===== src/link_pkg.sv =====
// Shared constants for the frame buffer link: timing, commands and registers.
package link_pkg;
  // System clock and link timing.
  localparam int unsigned PCLK_PERIOD_NS = 25;
  localparam int unsigned IND_DELAY_NS   = 750;
  localparam int unsigned IND_DELAY_CYC  =
    (IND_DELAY_NS + PCLK_PERIOD_NS - 1) / PCLK_PERIOD_NS;
  localparam int unsigned TIMEOUT_US     = 64;
  localparam int unsigned TIMEOUT_CYC    = TIMEOUT_US * 1000 / PCLK_PERIOD_NS;
  localparam logic [11:0] HALF_CYC       = 12'h008;
  localparam logic [11:0] IND_CNT        = 12'(IND_DELAY_CYC);
  localparam logic [11:0] ABORT_CNT      = 12'(IND_DELAY_CYC + TIMEOUT_CYC);

  // Command byte layout on the link.
  localparam int unsigned CMD_ACC_BIT = 7;
  localparam int unsigned CMD_WR_BIT  = 6;
  localparam logic [2:0]  CMD_FB_RD   = 3'h1;

  // Device registers, addressed by the low six command bits.
  localparam logic [5:0] MISC_CTRL_ADDR  = 6'h04;
  localparam logic [5:0] IRQ_MASK_ADDR   = 6'h0e;
  localparam logic [5:0] IRQ_STATUS_ADDR = 6'h0f;
  localparam logic [7:0] MISC_CTRL_RST   = 8'h22;
  localparam logic [7:0] IRQ_MASK_RST    = 8'h00;
  localparam int unsigned IND_EN_BIT     = 4;
  localparam int unsigned IRQ_POL_BIT    = 0;

  // Frame buffer size.
  localparam int unsigned FB_DEPTH = 128;
  localparam logic [7:0]  FB_FULL  = 8'h80;

  // Controller registers on APB.
  localparam logic [11:0] CFG_OFS   = 12'h000;
  localparam logic [11:0] CMD_OFS   = 12'h004;
  localparam logic [11:0] STAT_OFS  = 12'h008;
  localparam logic [11:0] MASK_OFS  = 12'h00c;
  localparam logic [11:0] RDATA_OFS = 12'h010;
  localparam int unsigned ST_DONE    = 0;
  localparam int unsigned ST_TIMEOUT = 1;
  localparam int unsigned ST_DEVIRQ  = 2;
  localparam int unsigned ST_BYTE    = 3;
  localparam int unsigned ST_W       = 4;
endpackage


===== src/spi_link_if.sv =====
// Link wires between the frame buffer device and its controller.
`timescale 1ns/1ps
interface spi_link_if;
  logic sclk;
  logic sel_n;
  logic mosi;
  logic miso;
  logic irq;

  // Device side of the link.
  modport dev (input sclk, input sel_n, input mosi, output miso, output irq);
  // Controller side of the link.
  modport ctl (output sclk, output sel_n, output mosi, input miso, input irq);
endinterface


===== src/radio_fb_device.sv =====
// Device end: link slave, frame buffer, interrupt and empty indicator pin.
// Contract
// - host watches pin, gates each byte on it
// - pin low means data ready, host continues
// - pin high means wait, host holds byte
// - pin valid from 750ns after command byte
// - signal empty while payload bytes missing
// - no interrupts on pin during indicator
// - chip select rising ends buffer read
// - pending interrupts shown right after release
// - other accesses show only interrupts
// - receive error locks indicator at empty
// - host aborts after 64us high
// - control bit 4 enables, resets to 0
// - indicator ignores interrupt polarity
//
// Added by the designer: register access over the link.
`timescale 1ns/1ps
module radio_fb_device
  import link_pkg::*;
(
  input  wire logic       pclk,
  input  wire logic       presetn,
  spi_link_if.dev         link,
  input  wire logic       rx_start,
  input  wire logic       rx_valid,
  input  wire logic [7:0] rx_data,
  input  wire logic       rx_error,
  input  wire logic [7:0] events,
  output logic      [7:0] misc_ctrl
);

  typedef enum logic [4:0] {
    P_IDLE   = 5'b00001,
    P_CMD    = 5'b00010,
    P_REG_RD = 5'b00100,
    P_REG_WR = 5'b01000,
    P_FB     = 5'b10000
  } dev_phase_t;

  logic       sclk_s1_ff, sclk_s2_ff, sclk_d_ff;
  logic       sel_s1_ff, sel_s2_ff, sel_d_ff;
  logic       mosi_s1_ff, mosi_s2_ff;
  logic       rise, fall, sel_fall, byte_end;
  logic [7:0] in_byte;
  dev_phase_t phase_ff, nxt_phase;
  logic [2:0] bit_ff;
  logic [7:0] in_sh_ff;
  logic [7:0] out_sh_ff;
  logic [7:0] misc_ff;
  logic [7:0] mask_ff;
  logic [7:0] status_ff;
  logic [7:0] rd_val;
  logic [5:0] addr_ff;
  logic       status_rd;
  logic       ind_on_ff;
  logic       need_load_ff;
  logic       err_lock_ff;
  logic       can_load;
  logic [7:0] rd_ptr_ff;
  logic [7:0] wr_ptr_ff;
  logic [7:0] wr_idx;
  logic [7:0] mem [FB_DEPTH];
  logic       irq_ff, nxt_irq;
  logic       int_level;

  // Link pins come from the other party, so two flip-flops each.
  always_ff @(posedge pclk or negedge presetn) begin
    if (!presetn) begin
      sclk_s1_ff <= 1'b0;
      sclk_s2_ff <= 1'b0;
      sclk_d_ff  <= 1'b0;
      sel_s1_ff  <= 1'b1;
      sel_s2_ff  <= 1'b1;
      sel_d_ff   <= 1'b1;
      mosi_s1_ff <= 1'b0;
      mosi_s2_ff <= 1'b0;
    end else begin
      sclk_s1_ff <= link.sclk;
      sclk_s2_ff <= sclk_s1_ff;
      sclk_d_ff  <= sclk_s2_ff;
      sel_s1_ff  <= link.sel_n;
      sel_s2_ff  <= sel_s1_ff;
      sel_d_ff   <= sel_s2_ff;
      mosi_s1_ff <= link.mosi;
      mosi_s2_ff <= mosi_s1_ff;
    end
  end

  // Edge detection compares the second stage with its delayed copy.
  assign rise     = sclk_s2_ff & ~sclk_d_ff & ~sel_s2_ff;
  assign fall     = ~sclk_s2_ff & sclk_d_ff & ~sel_s2_ff;
  assign sel_fall = ~sel_s2_ff & sel_d_ff;
  assign byte_end = rise & (bit_ff == 3'h7);
  assign in_byte  = {in_sh_ff[6:0], mosi_s2_ff};

  // Bit counter cleared while chip select is high; input shifter keeps its value.
  always_ff @(posedge pclk or negedge presetn) begin
    if (!presetn) begin
      bit_ff   <= 3'h0;
      in_sh_ff <= 8'h00;
    end else if (sel_s2_ff) begin
      bit_ff   <= 3'h0;
    end else if (rise) begin
      bit_ff   <= bit_ff + 3'h1;
      in_sh_ff <= in_byte;
    end
  end

  // Access phase decode; chip select release ends any access.
  always_comb begin
    nxt_phase = phase_ff;
    case (phase_ff)
      P_IDLE: begin
        if (sel_fall) nxt_phase = P_CMD;
      end
      P_CMD: begin
        if (byte_end) begin
          if (in_byte[CMD_ACC_BIT]) begin
            nxt_phase = in_byte[CMD_WR_BIT] ? P_REG_WR : P_REG_RD;
          end else if (in_byte[7:5] == CMD_FB_RD) begin
            nxt_phase = P_FB;
          end else begin
            nxt_phase = P_IDLE;
          end
        end
      end
      P_REG_RD, P_REG_WR: begin
        if (byte_end) nxt_phase = P_IDLE;
      end
      P_FB: nxt_phase = P_FB;
      default: nxt_phase = P_IDLE;
    endcase
    if (sel_s2_ff) nxt_phase = P_IDLE;
  end

  always_ff @(posedge pclk or negedge presetn) begin
    if (!presetn) phase_ff <= P_IDLE;
    else          phase_ff <= nxt_phase;
  end

  // Register read value for the address carried in the command.
  always_comb begin
    case (in_byte[5:0])
      MISC_CTRL_ADDR:  rd_val = misc_ff;
      IRQ_MASK_ADDR:   rd_val = mask_ff;
      IRQ_STATUS_ADDR: rd_val = status_ff;
      default:         rd_val = 8'h00;
    endcase
  end

  assign status_rd = (phase_ff == P_CMD) & byte_end & in_byte[CMD_ACC_BIT] &
                     ~in_byte[CMD_WR_BIT] & (in_byte[5:0] == IRQ_STATUS_ADDR);

  // Register writes take the address latched from the command byte.
  always_ff @(posedge pclk or negedge presetn) begin
    if (!presetn) begin
      misc_ff <= MISC_CTRL_RST;
      mask_ff <= IRQ_MASK_RST;
    end else if ((phase_ff == P_REG_WR) && byte_end) begin
      if (addr_ff == MISC_CTRL_ADDR)
        misc_ff <= in_byte;
      if (addr_ff == IRQ_MASK_ADDR)
        mask_ff <= in_byte;
    end
  end

  // The register address is kept from the command byte.
  always_ff @(posedge pclk or negedge presetn) begin
    if (!presetn) addr_ff <= 6'h00;
    else if ((phase_ff == P_CMD) && byte_end) addr_ff <= in_byte[5:0];
  end

  assign misc_ctrl = misc_ff;

  // Sticky interrupt status; a new event wins over the read clear.
  always_ff @(posedge pclk or negedge presetn) begin
    if (!presetn) status_ff <= 8'h00;
    else          status_ff <= (status_rd ? 8'h00 : status_ff) | events;
  end

  assign int_level = |(status_ff & mask_ff);

  // Frame buffer fill from the receiver; a new frame restarts at zero.
  assign wr_idx = rx_start ? 8'h00 : wr_ptr_ff;

  always_ff @(posedge pclk or negedge presetn) begin
    if (!presetn) begin
      wr_ptr_ff <= 8'h00;
    end else if (rx_valid && (wr_idx < FB_FULL)) begin
      wr_ptr_ff <= wr_idx + 8'h01;
    end else if (rx_start) begin
      wr_ptr_ff <= 8'h00;
    end
  end

  always_ff @(posedge pclk) begin
    if (rx_valid && (wr_idx < FB_FULL)) mem[wr_idx[6:0]] <= rx_data;
  end

  // A byte may be loaded only between bytes and once it has arrived.
  assign can_load = need_load_ff & (bit_ff == 3'h0) & ~err_lock_ff &
                    (rd_ptr_ff < wr_ptr_ff);

  // Indicator ownership is fixed when the buffer read command completes.
  always_ff @(posedge pclk or negedge presetn) begin
    if (!presetn) begin
      ind_on_ff <= 1'b0;
    end else if (sel_s2_ff) begin
      ind_on_ff <= 1'b0;
    end else if ((phase_ff == P_CMD) && byte_end &&
                 (in_byte[7:5] == CMD_FB_RD)) begin
      ind_on_ff <= misc_ff[IND_EN_BIT];
    end
  end

  // Each buffer byte is requested at a byte boundary and served when ready.
  always_ff @(posedge pclk or negedge presetn) begin
    if (!presetn) begin
      need_load_ff <= 1'b0;
      rd_ptr_ff    <= 8'h00;
    end else if (sel_s2_ff) begin
      need_load_ff <= 1'b0;
    end else if ((phase_ff == P_CMD) && byte_end &&
                 (in_byte[7:5] == CMD_FB_RD)) begin
      need_load_ff <= 1'b1;
      rd_ptr_ff    <= 8'h00;
    end else if ((phase_ff == P_FB) && byte_end) begin
      need_load_ff <= 1'b1;
    end else if (can_load) begin
      need_load_ff <= 1'b0;
      rd_ptr_ff    <= rd_ptr_ff + 8'h01;
    end
  end

  // A receive error during the read locks the indicator at empty.
  always_ff @(posedge pclk or negedge presetn) begin
    if (!presetn) err_lock_ff <= 1'b0;
    else if (sel_s2_ff) err_lock_ff <= 1'b0;
    else if (rx_error && (phase_ff == P_FB) && ind_on_ff)
      err_lock_ff <= 1'b1;
  end

  // Output shifter: loads on command or buffer byte, shifts on falling edge.
  always_ff @(posedge pclk or negedge presetn) begin
    if (!presetn) begin
      out_sh_ff <= 8'h00;
    end else if ((phase_ff == P_CMD) && byte_end) begin
      out_sh_ff <= rd_val;
    end else if (can_load) begin
      out_sh_ff <= mem[rd_ptr_ff[6:0]];
    end else if (fall && (bit_ff != 3'h0)) begin
      out_sh_ff <= {out_sh_ff[6:0], 1'b0};
    end
  end

  assign link.miso = out_sh_ff[7];

  // Pin source: indicator while it owns the pin, interrupts otherwise.
  always_comb begin
    if (ind_on_ff && (phase_ff == P_FB)) begin
      nxt_irq = need_load_ff | err_lock_ff;
    end else begin
      nxt_irq = int_level ^ misc_ff[IRQ_POL_BIT];
    end
  end

  always_ff @(posedge pclk or negedge presetn) begin
    if (!presetn) irq_ff <= 1'b0;
    else          irq_ff <= nxt_irq;
  end

  assign link.irq = irq_ff;

endmodule // radio_fb_device


===== src/flat_wrapper.sv =====
// flat-port wrapper written by rule: the top's interface ports become plain ports
module radio_fb_device_flat import link_pkg::*;
  (pclk, presetn, rx_start, rx_valid, rx_data, rx_error, events, misc_ctrl, link_sclk, link_sel_n, link_mosi, link_miso, link_irq);
  spi_link_if link_i ();
  input  wire logic pclk;
  input  wire logic presetn;
  input  wire logic rx_start;
  input  wire logic rx_valid;
  input  wire logic [7:0] rx_data;
  input  wire logic rx_error;
  input  wire logic [7:0] events;
  output logic      [7:0] misc_ctrl;
  input wire logic [$bits(link_i.sclk)-1:0] link_sclk;
  input wire logic [$bits(link_i.sel_n)-1:0] link_sel_n;
  input wire logic [$bits(link_i.mosi)-1:0] link_mosi;
  output wire logic [$bits(link_i.miso)-1:0] link_miso;
  output wire logic [$bits(link_i.irq)-1:0] link_irq;
  assign link_i.sclk = link_sclk;
  assign link_i.sel_n = link_sel_n;
  assign link_i.mosi = link_mosi;
  assign link_miso = link_i.miso;
  assign link_irq = link_i.irq;
  radio_fb_device u_core (.pclk(pclk), .presetn(presetn), .link(link_i), .rx_start(rx_start), .rx_valid(rx_valid), .rx_data(rx_data), .rx_error(rx_error), .events(events), .misc_ctrl(misc_ctrl));
endmodule

===== config.mk =====
export PLATFORM = sky130hd
export DESIGN_NAME = radio_fb_device_flat
export DESIGN_NICKNAME = d
export VERILOG_FILES = /design/src/link_pkg.sv /design/src/spi_link_if.sv /design/src/radio_fb_device.sv /design/src/flat_wrapper.sv
export SDC_FILE = /design/constraint.sdc
export NUM_CORES = 1
export LEC_CHECK = 0
export CAP_MARGIN = 20
export CORE_ASPECT_RATIO = 0.9
export CORE_MARGIN = 1
export CORE_UTILIZATION = 55
export DETAILED_ROUTE_END_ITERATION = 10
export DONT_BUFFER_PORTS = 1
export PLACE_DENSITY = 0.7
export SYNTH_ARGS = -nofsm -noshare
export SYNTH_HDL_FRONTEND = slang
export SYNTH_SLANG_ARGS = --single-unit

===== constraint.sdc =====
create_clock -name pclk -period 4.01 [get_ports pclk]
set_input_delay 0.401 -clock pclk [delete_from_list [all_inputs] [get_ports pclk]]
set_output_delay 0.401 -clock pclk [all_outputs]
set_load 0.01 [all_outputs]

Word-level counts from Yosys, hierarchy flattened
Memory sizes are Yosys's and may differ from the RTL's.
Cells that the tools add are included.

storage, ports and cells
  memories kept = 1
  memory bits (writable) = 1,024
  output and inout bits = 10
  register bits = 81

memory list
  memory      depth  width  rd ports  clocked after memory_dff  wr ports  line                   RTL
  u_core.mem  128    8      1         0                         1         radio_fb_device.sv:63  logic [7:0] mem [FB_DEPTH];

cells by class
  reductions and logical operators = 24
  add/subtract/negate cells = 3
  equality and inequality tests = 16
  magnitude comparators = 2
  mux-type cells = 31
  bitwise logic cells = 22

operators by type and width
  operator             count
  $mux 8               9
  $mux 5               6
  $pmux 8 s3           1
  $pmux 5 s4           1
  $eq 6x4->1 const B   3
  $add 8x1->8 const B  2
  $and 1x1->1          13
  $eq 6x3->1 const B   2
  $mux 1               11
  $logic_and 1x1->1    9
  $ne 3x1->1 const B   3
  $and 8x8->8          1
  $lt 8x8->1           1
  $lt 8x8->1 const B   1
  $or 8x8->8           1
  $reduce_bool 2->1    4
  $reduce_or 8->1      1
  $mux 3               2
  $reduce_and 2->1     3
  $reduce_and 3->1     2
  $reduce_bool 3->1    2
  $eq 5x1->1 const B   1
  $eq 5x2->1 const B   1
  $eq 5x3->1 const B   1
  other kinds (13)     17

Longest topological paths before layout
  depth in word-level cells = 10
  depth in mapped cells = 12
  gate-level depth less buffers = 9

Worst setup path before layout
No wires, ideal clock.

  kind = input-to-reg
  start = in rx_start
  end = mem u_core.mem[73][0], enable pin
  data arrival time = 2.276 ns
  library setup time = 0.395 ns
  stages = 6
  data required time = 3.615 ns
  path slack = 1.339 ns
  path through = clkbuf_1 > nand2b_1 > and2_1 > clkbuf_1 > nand3_1 > nor4_1

on the way
  word-level cells in the longest chain between the ends = 5

RTL lines
  element                       line                    RTL
  start, declared               flat_wrapper.sv:7       input wire logic rx_start;
  $mux 8 (*)                    -
  $lt 8x8->1                    radio_fb_device.sv:198  if (rx_valid && (wr_idx < FB_FULL)) mem[wr_idx[6:0]] <= rx_data;
  $logic_and 1x1->1             radio_fb_device.sv:198
  $mux 1                        radio_fb_device.sv:198
  $mux 1 (implied by the code)  radio_fb_device.sv:198
  end, declared                 radio_fb_device.sv:63

Every way passes the cells marked *; elsewhere a longest branch is shown, timed or not.

Final worst setup path
  start = reg u_core.rd_ptr_ff[1]
  end = reg u_core.out_sh_ff[5]

on the way
  word-level cells in the longest chain between the ends = 4

RTL lines
  element                                                line                    RTL
  start, declared                                        radio_fb_device.sv:60   logic [7:0] rd_ptr_ff;
  start signal, assigned                                 radio_fb_device.sv:232  rd_ptr_ff <= rd_ptr_ff + 8'h01;
  branches (longest 4 deep; another with $mem_v2 128x8)  -
  end signal, assigned                                   radio_fb_device.sv:249  out_sh_ff <= rd_val;
  end signal, assigned                                   radio_fb_device.sv:251  out_sh_ff <= mem[rd_ptr_ff[6:0]];
  end signal, assigned                                   radio_fb_device.sv:253  out_sh_ff <= {out_sh_ff[6:0], 1'b0};
  end, declared                                          radio_fb_device.sv:49   logic [7:0] out_sh_ff;

Several ways; the timed one is not identified.
A chain may end at the register's enable or synchronous reset.

==> results_dict.tcl <==
set metrics [dict create \
    status "completed" \
    first_pass_iters 5 \
    drt-wirelength-per-cell_um 29.8 \
    drive_above_1_share_pct 24.9 \
    power_density_nw_per_um2 468 \
    ys_warn_count 0 \
    cp.required_ns 4.54 \
    final_common_cell "edfxtp_1" \
    synth_area_per_cell_um2 20.6 \
    netlist_instances 2126 \
    post_cts_buffers 0 \
    clk_pin_slew_ns 0.07 \
    coreArea_um2 78300 \
    setup_slack_ns 0.776 \
    cts.sinks 1105 \
    finalHoldViolations 0 \
    worst-path-max-fanout 51 \
    core.rowCount 97 \
    crit_start "u_core.rd_ptr_ff[1]$_DFFE_PN0P_" \
    setup_violations 0 \
    dp_slack_ns 0.804 \
    fin_crit_sh_pct 80.7 \
    vias_per_cell 6.49 \
    synth_nets 2162 \
    final_cell_area_um2 48700 \
    fmax_mhz 309 \
    die_h_um 269 \
    vdd_drop_max_uv 401 \
    cp_cell_sequence "buf_4 > buf_4 > mux4_2 > nand2_1 > nand3_1 > o211ai_1 > nand4_1 > o2111ai_1 > a31oi_1" \
    cts_made_buffers 106 \
    dieArea_um2 80600 \
    setup_tns_ns 0 \
    drc_errors 0 \
    worst_hold_path.endpoint "u_core.wr_ptr_ff[1]$_DFF_PN0_" \
    place_area_um2 45000 \
    grt_max_degree 129 \
    area_growth_pct 11.4 \
    clk_latency_ns 0.68 \
    sw_frac_of_total_pct 20.4 \
    worst_pin_slew_ns 1.16 \
    cts_htree_levels 3 \
    rrSetupSlack_ns 0.78 \
    max_stage_delay_ns 0.68 \
    ioPinCount 34 \
    place.gp.congestion 0.889 \
    start_util_pct 55.8 \
    clkPwrFrac_pct 42.0 \
    drt_iter0_drc 2963 \
    path_buf_inv 2 \
    ys_ff_latch 1105 \
    clockRootBuffer "clkbuf_16" \
    grt_antenna_before_repair 2 \
    pwr-share-comb_pct 2.0 \
    synth_edf_count 1024 \
    fin_nets 2233 \
    start_kind "register" \
    routed_wirelength_um 99200 \
    worstHoldPathType "primary input to register" \
    reg2regPathDepth 9 \
    critPathTopFamily "buffers and inverters" \
    synthArstFlopShare_pct 7.33 \
    regToRegEndpoint "u_core.out_sh_ff[5]$_DFFE_PN0P_" \
    crit_arrival_ns 3.76 \
    grt_pass1_vias 21819 \
    cpMaxStageDelayCell "buf_4" \
    power.total_mw 22.8 \
    port-buffer-count 0 \
    cts_tree "done" \
    p_switching_mw 4.66 \
    path_class "register to register" \
    endpoint_kind "register" \
    final_cells 3324 \
    period_needed_ns 3.23 \
    clockBufferDepth 3 \
    detail-route-antenna-nets 0 \
    relSlewSlack_pct 22.5 \
    grt_pass1_wl_um 148000 \
    grt_use_total_pct 25.1 \
    hold_buffers 23 \
    post-dp-hpwl_um 59600 \
    ctsResizeCount 0 \
    place_inst 3104 \
    r2r-start "u_core.rd_ptr_ff[1]$_DFFE_PN0P_" \
    rsz0062_at_grt "no" \
    final_cell_mix "edfxtp_1 (1024), mux4_2 (295), nor2_1 (161)" \
    min_from "rx_start" \
    ys_seq_area_share_pct 75.0 \
    power_leakage_nw 14.9 \
    cp_common_cell "buf_4" \
    drv_cap 0 \
    num_vias 21566 \
    p_seq_share_pct 56.0 \
    synth_ff_type "edfxtp_1" \
    yosysUniqueCellTypes 56 \
    die_w_um 299 \
    intPower_mw 18.1 \
    syn_area_um2 43700 \
    whs_path_depth 2 \
    finClkSkew_ns 0.0312 \
    final_max_slew_viol_count 0 \
    overflow 0 \
]
final cells by class:
cell class	count	area, um^2
inverters	17	63.8
clock inverters	61	512
clock buffers	132	2770
multi-input cells	884	10300
diodes	3	7.51
well taps	1039	1300
flip-flops and latches	1105	32800
repair buffers	83	948
fillers	5262	29600
worst max path at each step:
stage | end | slack, ns | cells after the start
detailed placement | u_core.out_sh_ff[0]$_DFFE_PN0P_ | 0.80 | 7
global route | u_core.out_sh_ff[3]$_DFFE_PN0P_ | 0.64 | 8
CTS | u_core.out_sh_ff[0]$_DFFE_PN0P_ | 0.79 | 7
global placement | u_core.out_sh_ff[3]$_DFFE_PN0P_ | 0.80 | 8
finish | u_core.out_sh_ff[5]$_DFFE_PN0P_ | 0.78 | 9
floorplan | u_core.mem[73][0]$_DFFE_PP_ | 1.34 | 6
power by group through the flow:
stage | clock, mW | combinational [mW] | sequential [mW]
6_report | 9.58 | 0.450 | 12.8
4_1_cts | 9.67 | 0.450 | 12.8
3_5_place_dp | 0 | 0.222 | 13.0
5_1_grt | 10.1 | 0.481 | 12.8
3_3_place_gp | 0 | 0.215 | 13.0
2_1_floorplan | 0 | 0.172 | 12.9
synthesized netlist by cell type (3+ instances only):
cell type	number	area, um^2
edfxtp_1	1024	30700
mux4_2	295	6640
nor2_1	161	604
dfrtp_1	75	1880
nand2_1	74	278
clkbuf_1	64	240
mux2_2	40	450
mux2i_1	28	280
buf_2	26	130
nor3_1	26	130
a21oi_1	21	105
a22oi_1	18	135
nand3_1	18	90.1
nor2b_1	17	106
inv_1	16	60.1
a211oi_1	15	113
o221ai_1	15	131
nand4_1	14	87.6
xnor2_1	13	114
ha_1	12	150
nand2b_1	12	75.1
buf_4	11	82.6
buf_6	10	113
nor3b_1	10	75.1
o22ai_1	10	62.6
and2_1	9	56.3
buf_1	9	33.8
o21ai_1	9	45.0
a21o_1	8	60.1
o21ai_0	8	40.0
a311oi_1	7	61.3
a31oi_1	6	37.5
dfstp_2	6	158
and3_1	4	25.0
or3_1	4	25.0
a2111oi_0	3	26.3
nand3b_1	3	22.5
nor4_1	3	18.8
nor4b_1	3	26.3
o211ai_1	3	22.5
cell families (layout without fill, tap and decap cells):
family / Yosys count / after routing / share of synthesized area, %
fa+ha+maj: 12 / 12 / 0.344
buf+inv: 137 / 293 / 1.52
compound gates: 131 / 131 / 2.13
flops: 1105 / 1105 / 75.0
other cells: 0 / 3 / 0
xor+xnor: 14 / 14 / 0.281
simple gates: 364 / 364 / 3.84
mux: 363 / 363 / 16.9
sequential cells by signal (all words and copies together), names as in the netlist, 7 cells and up:
register          count
u_core.in_sh_ff       7
u_core.mask_ff        8
u_core.mem         1024
u_core.misc_ctrl      8
u_core.out_sh_ff      8
u_core.rd_ptr_ff      8
u_core.status_ff      8
u_core.wr_ptr_ff      8
metrics by stage:
| stage | hold WS [ns] | util (%) |
|---|---|---|
| after floorplan | 0.105 | - |
| after global placement | 0.108 | 57.5 |
| after detailed placement | 0.108 | 57.5 |
| after CTS | 0.00209 | 62.2 |
| after global routing | 0.0478 | 62.2 |
| final | 0.0285 | 62.2 |
routing by layer:
metal  vias up  global-route usage, %  wire length (um)
li1       8915                      -                 -
met1     11425                   38.2             41700
met2      1069                   38.1             46500
met3       157                   4.66              8820
met4         0                   5.81              2190
met5         -                      0                 0
(Power assumes the default switching activity.)
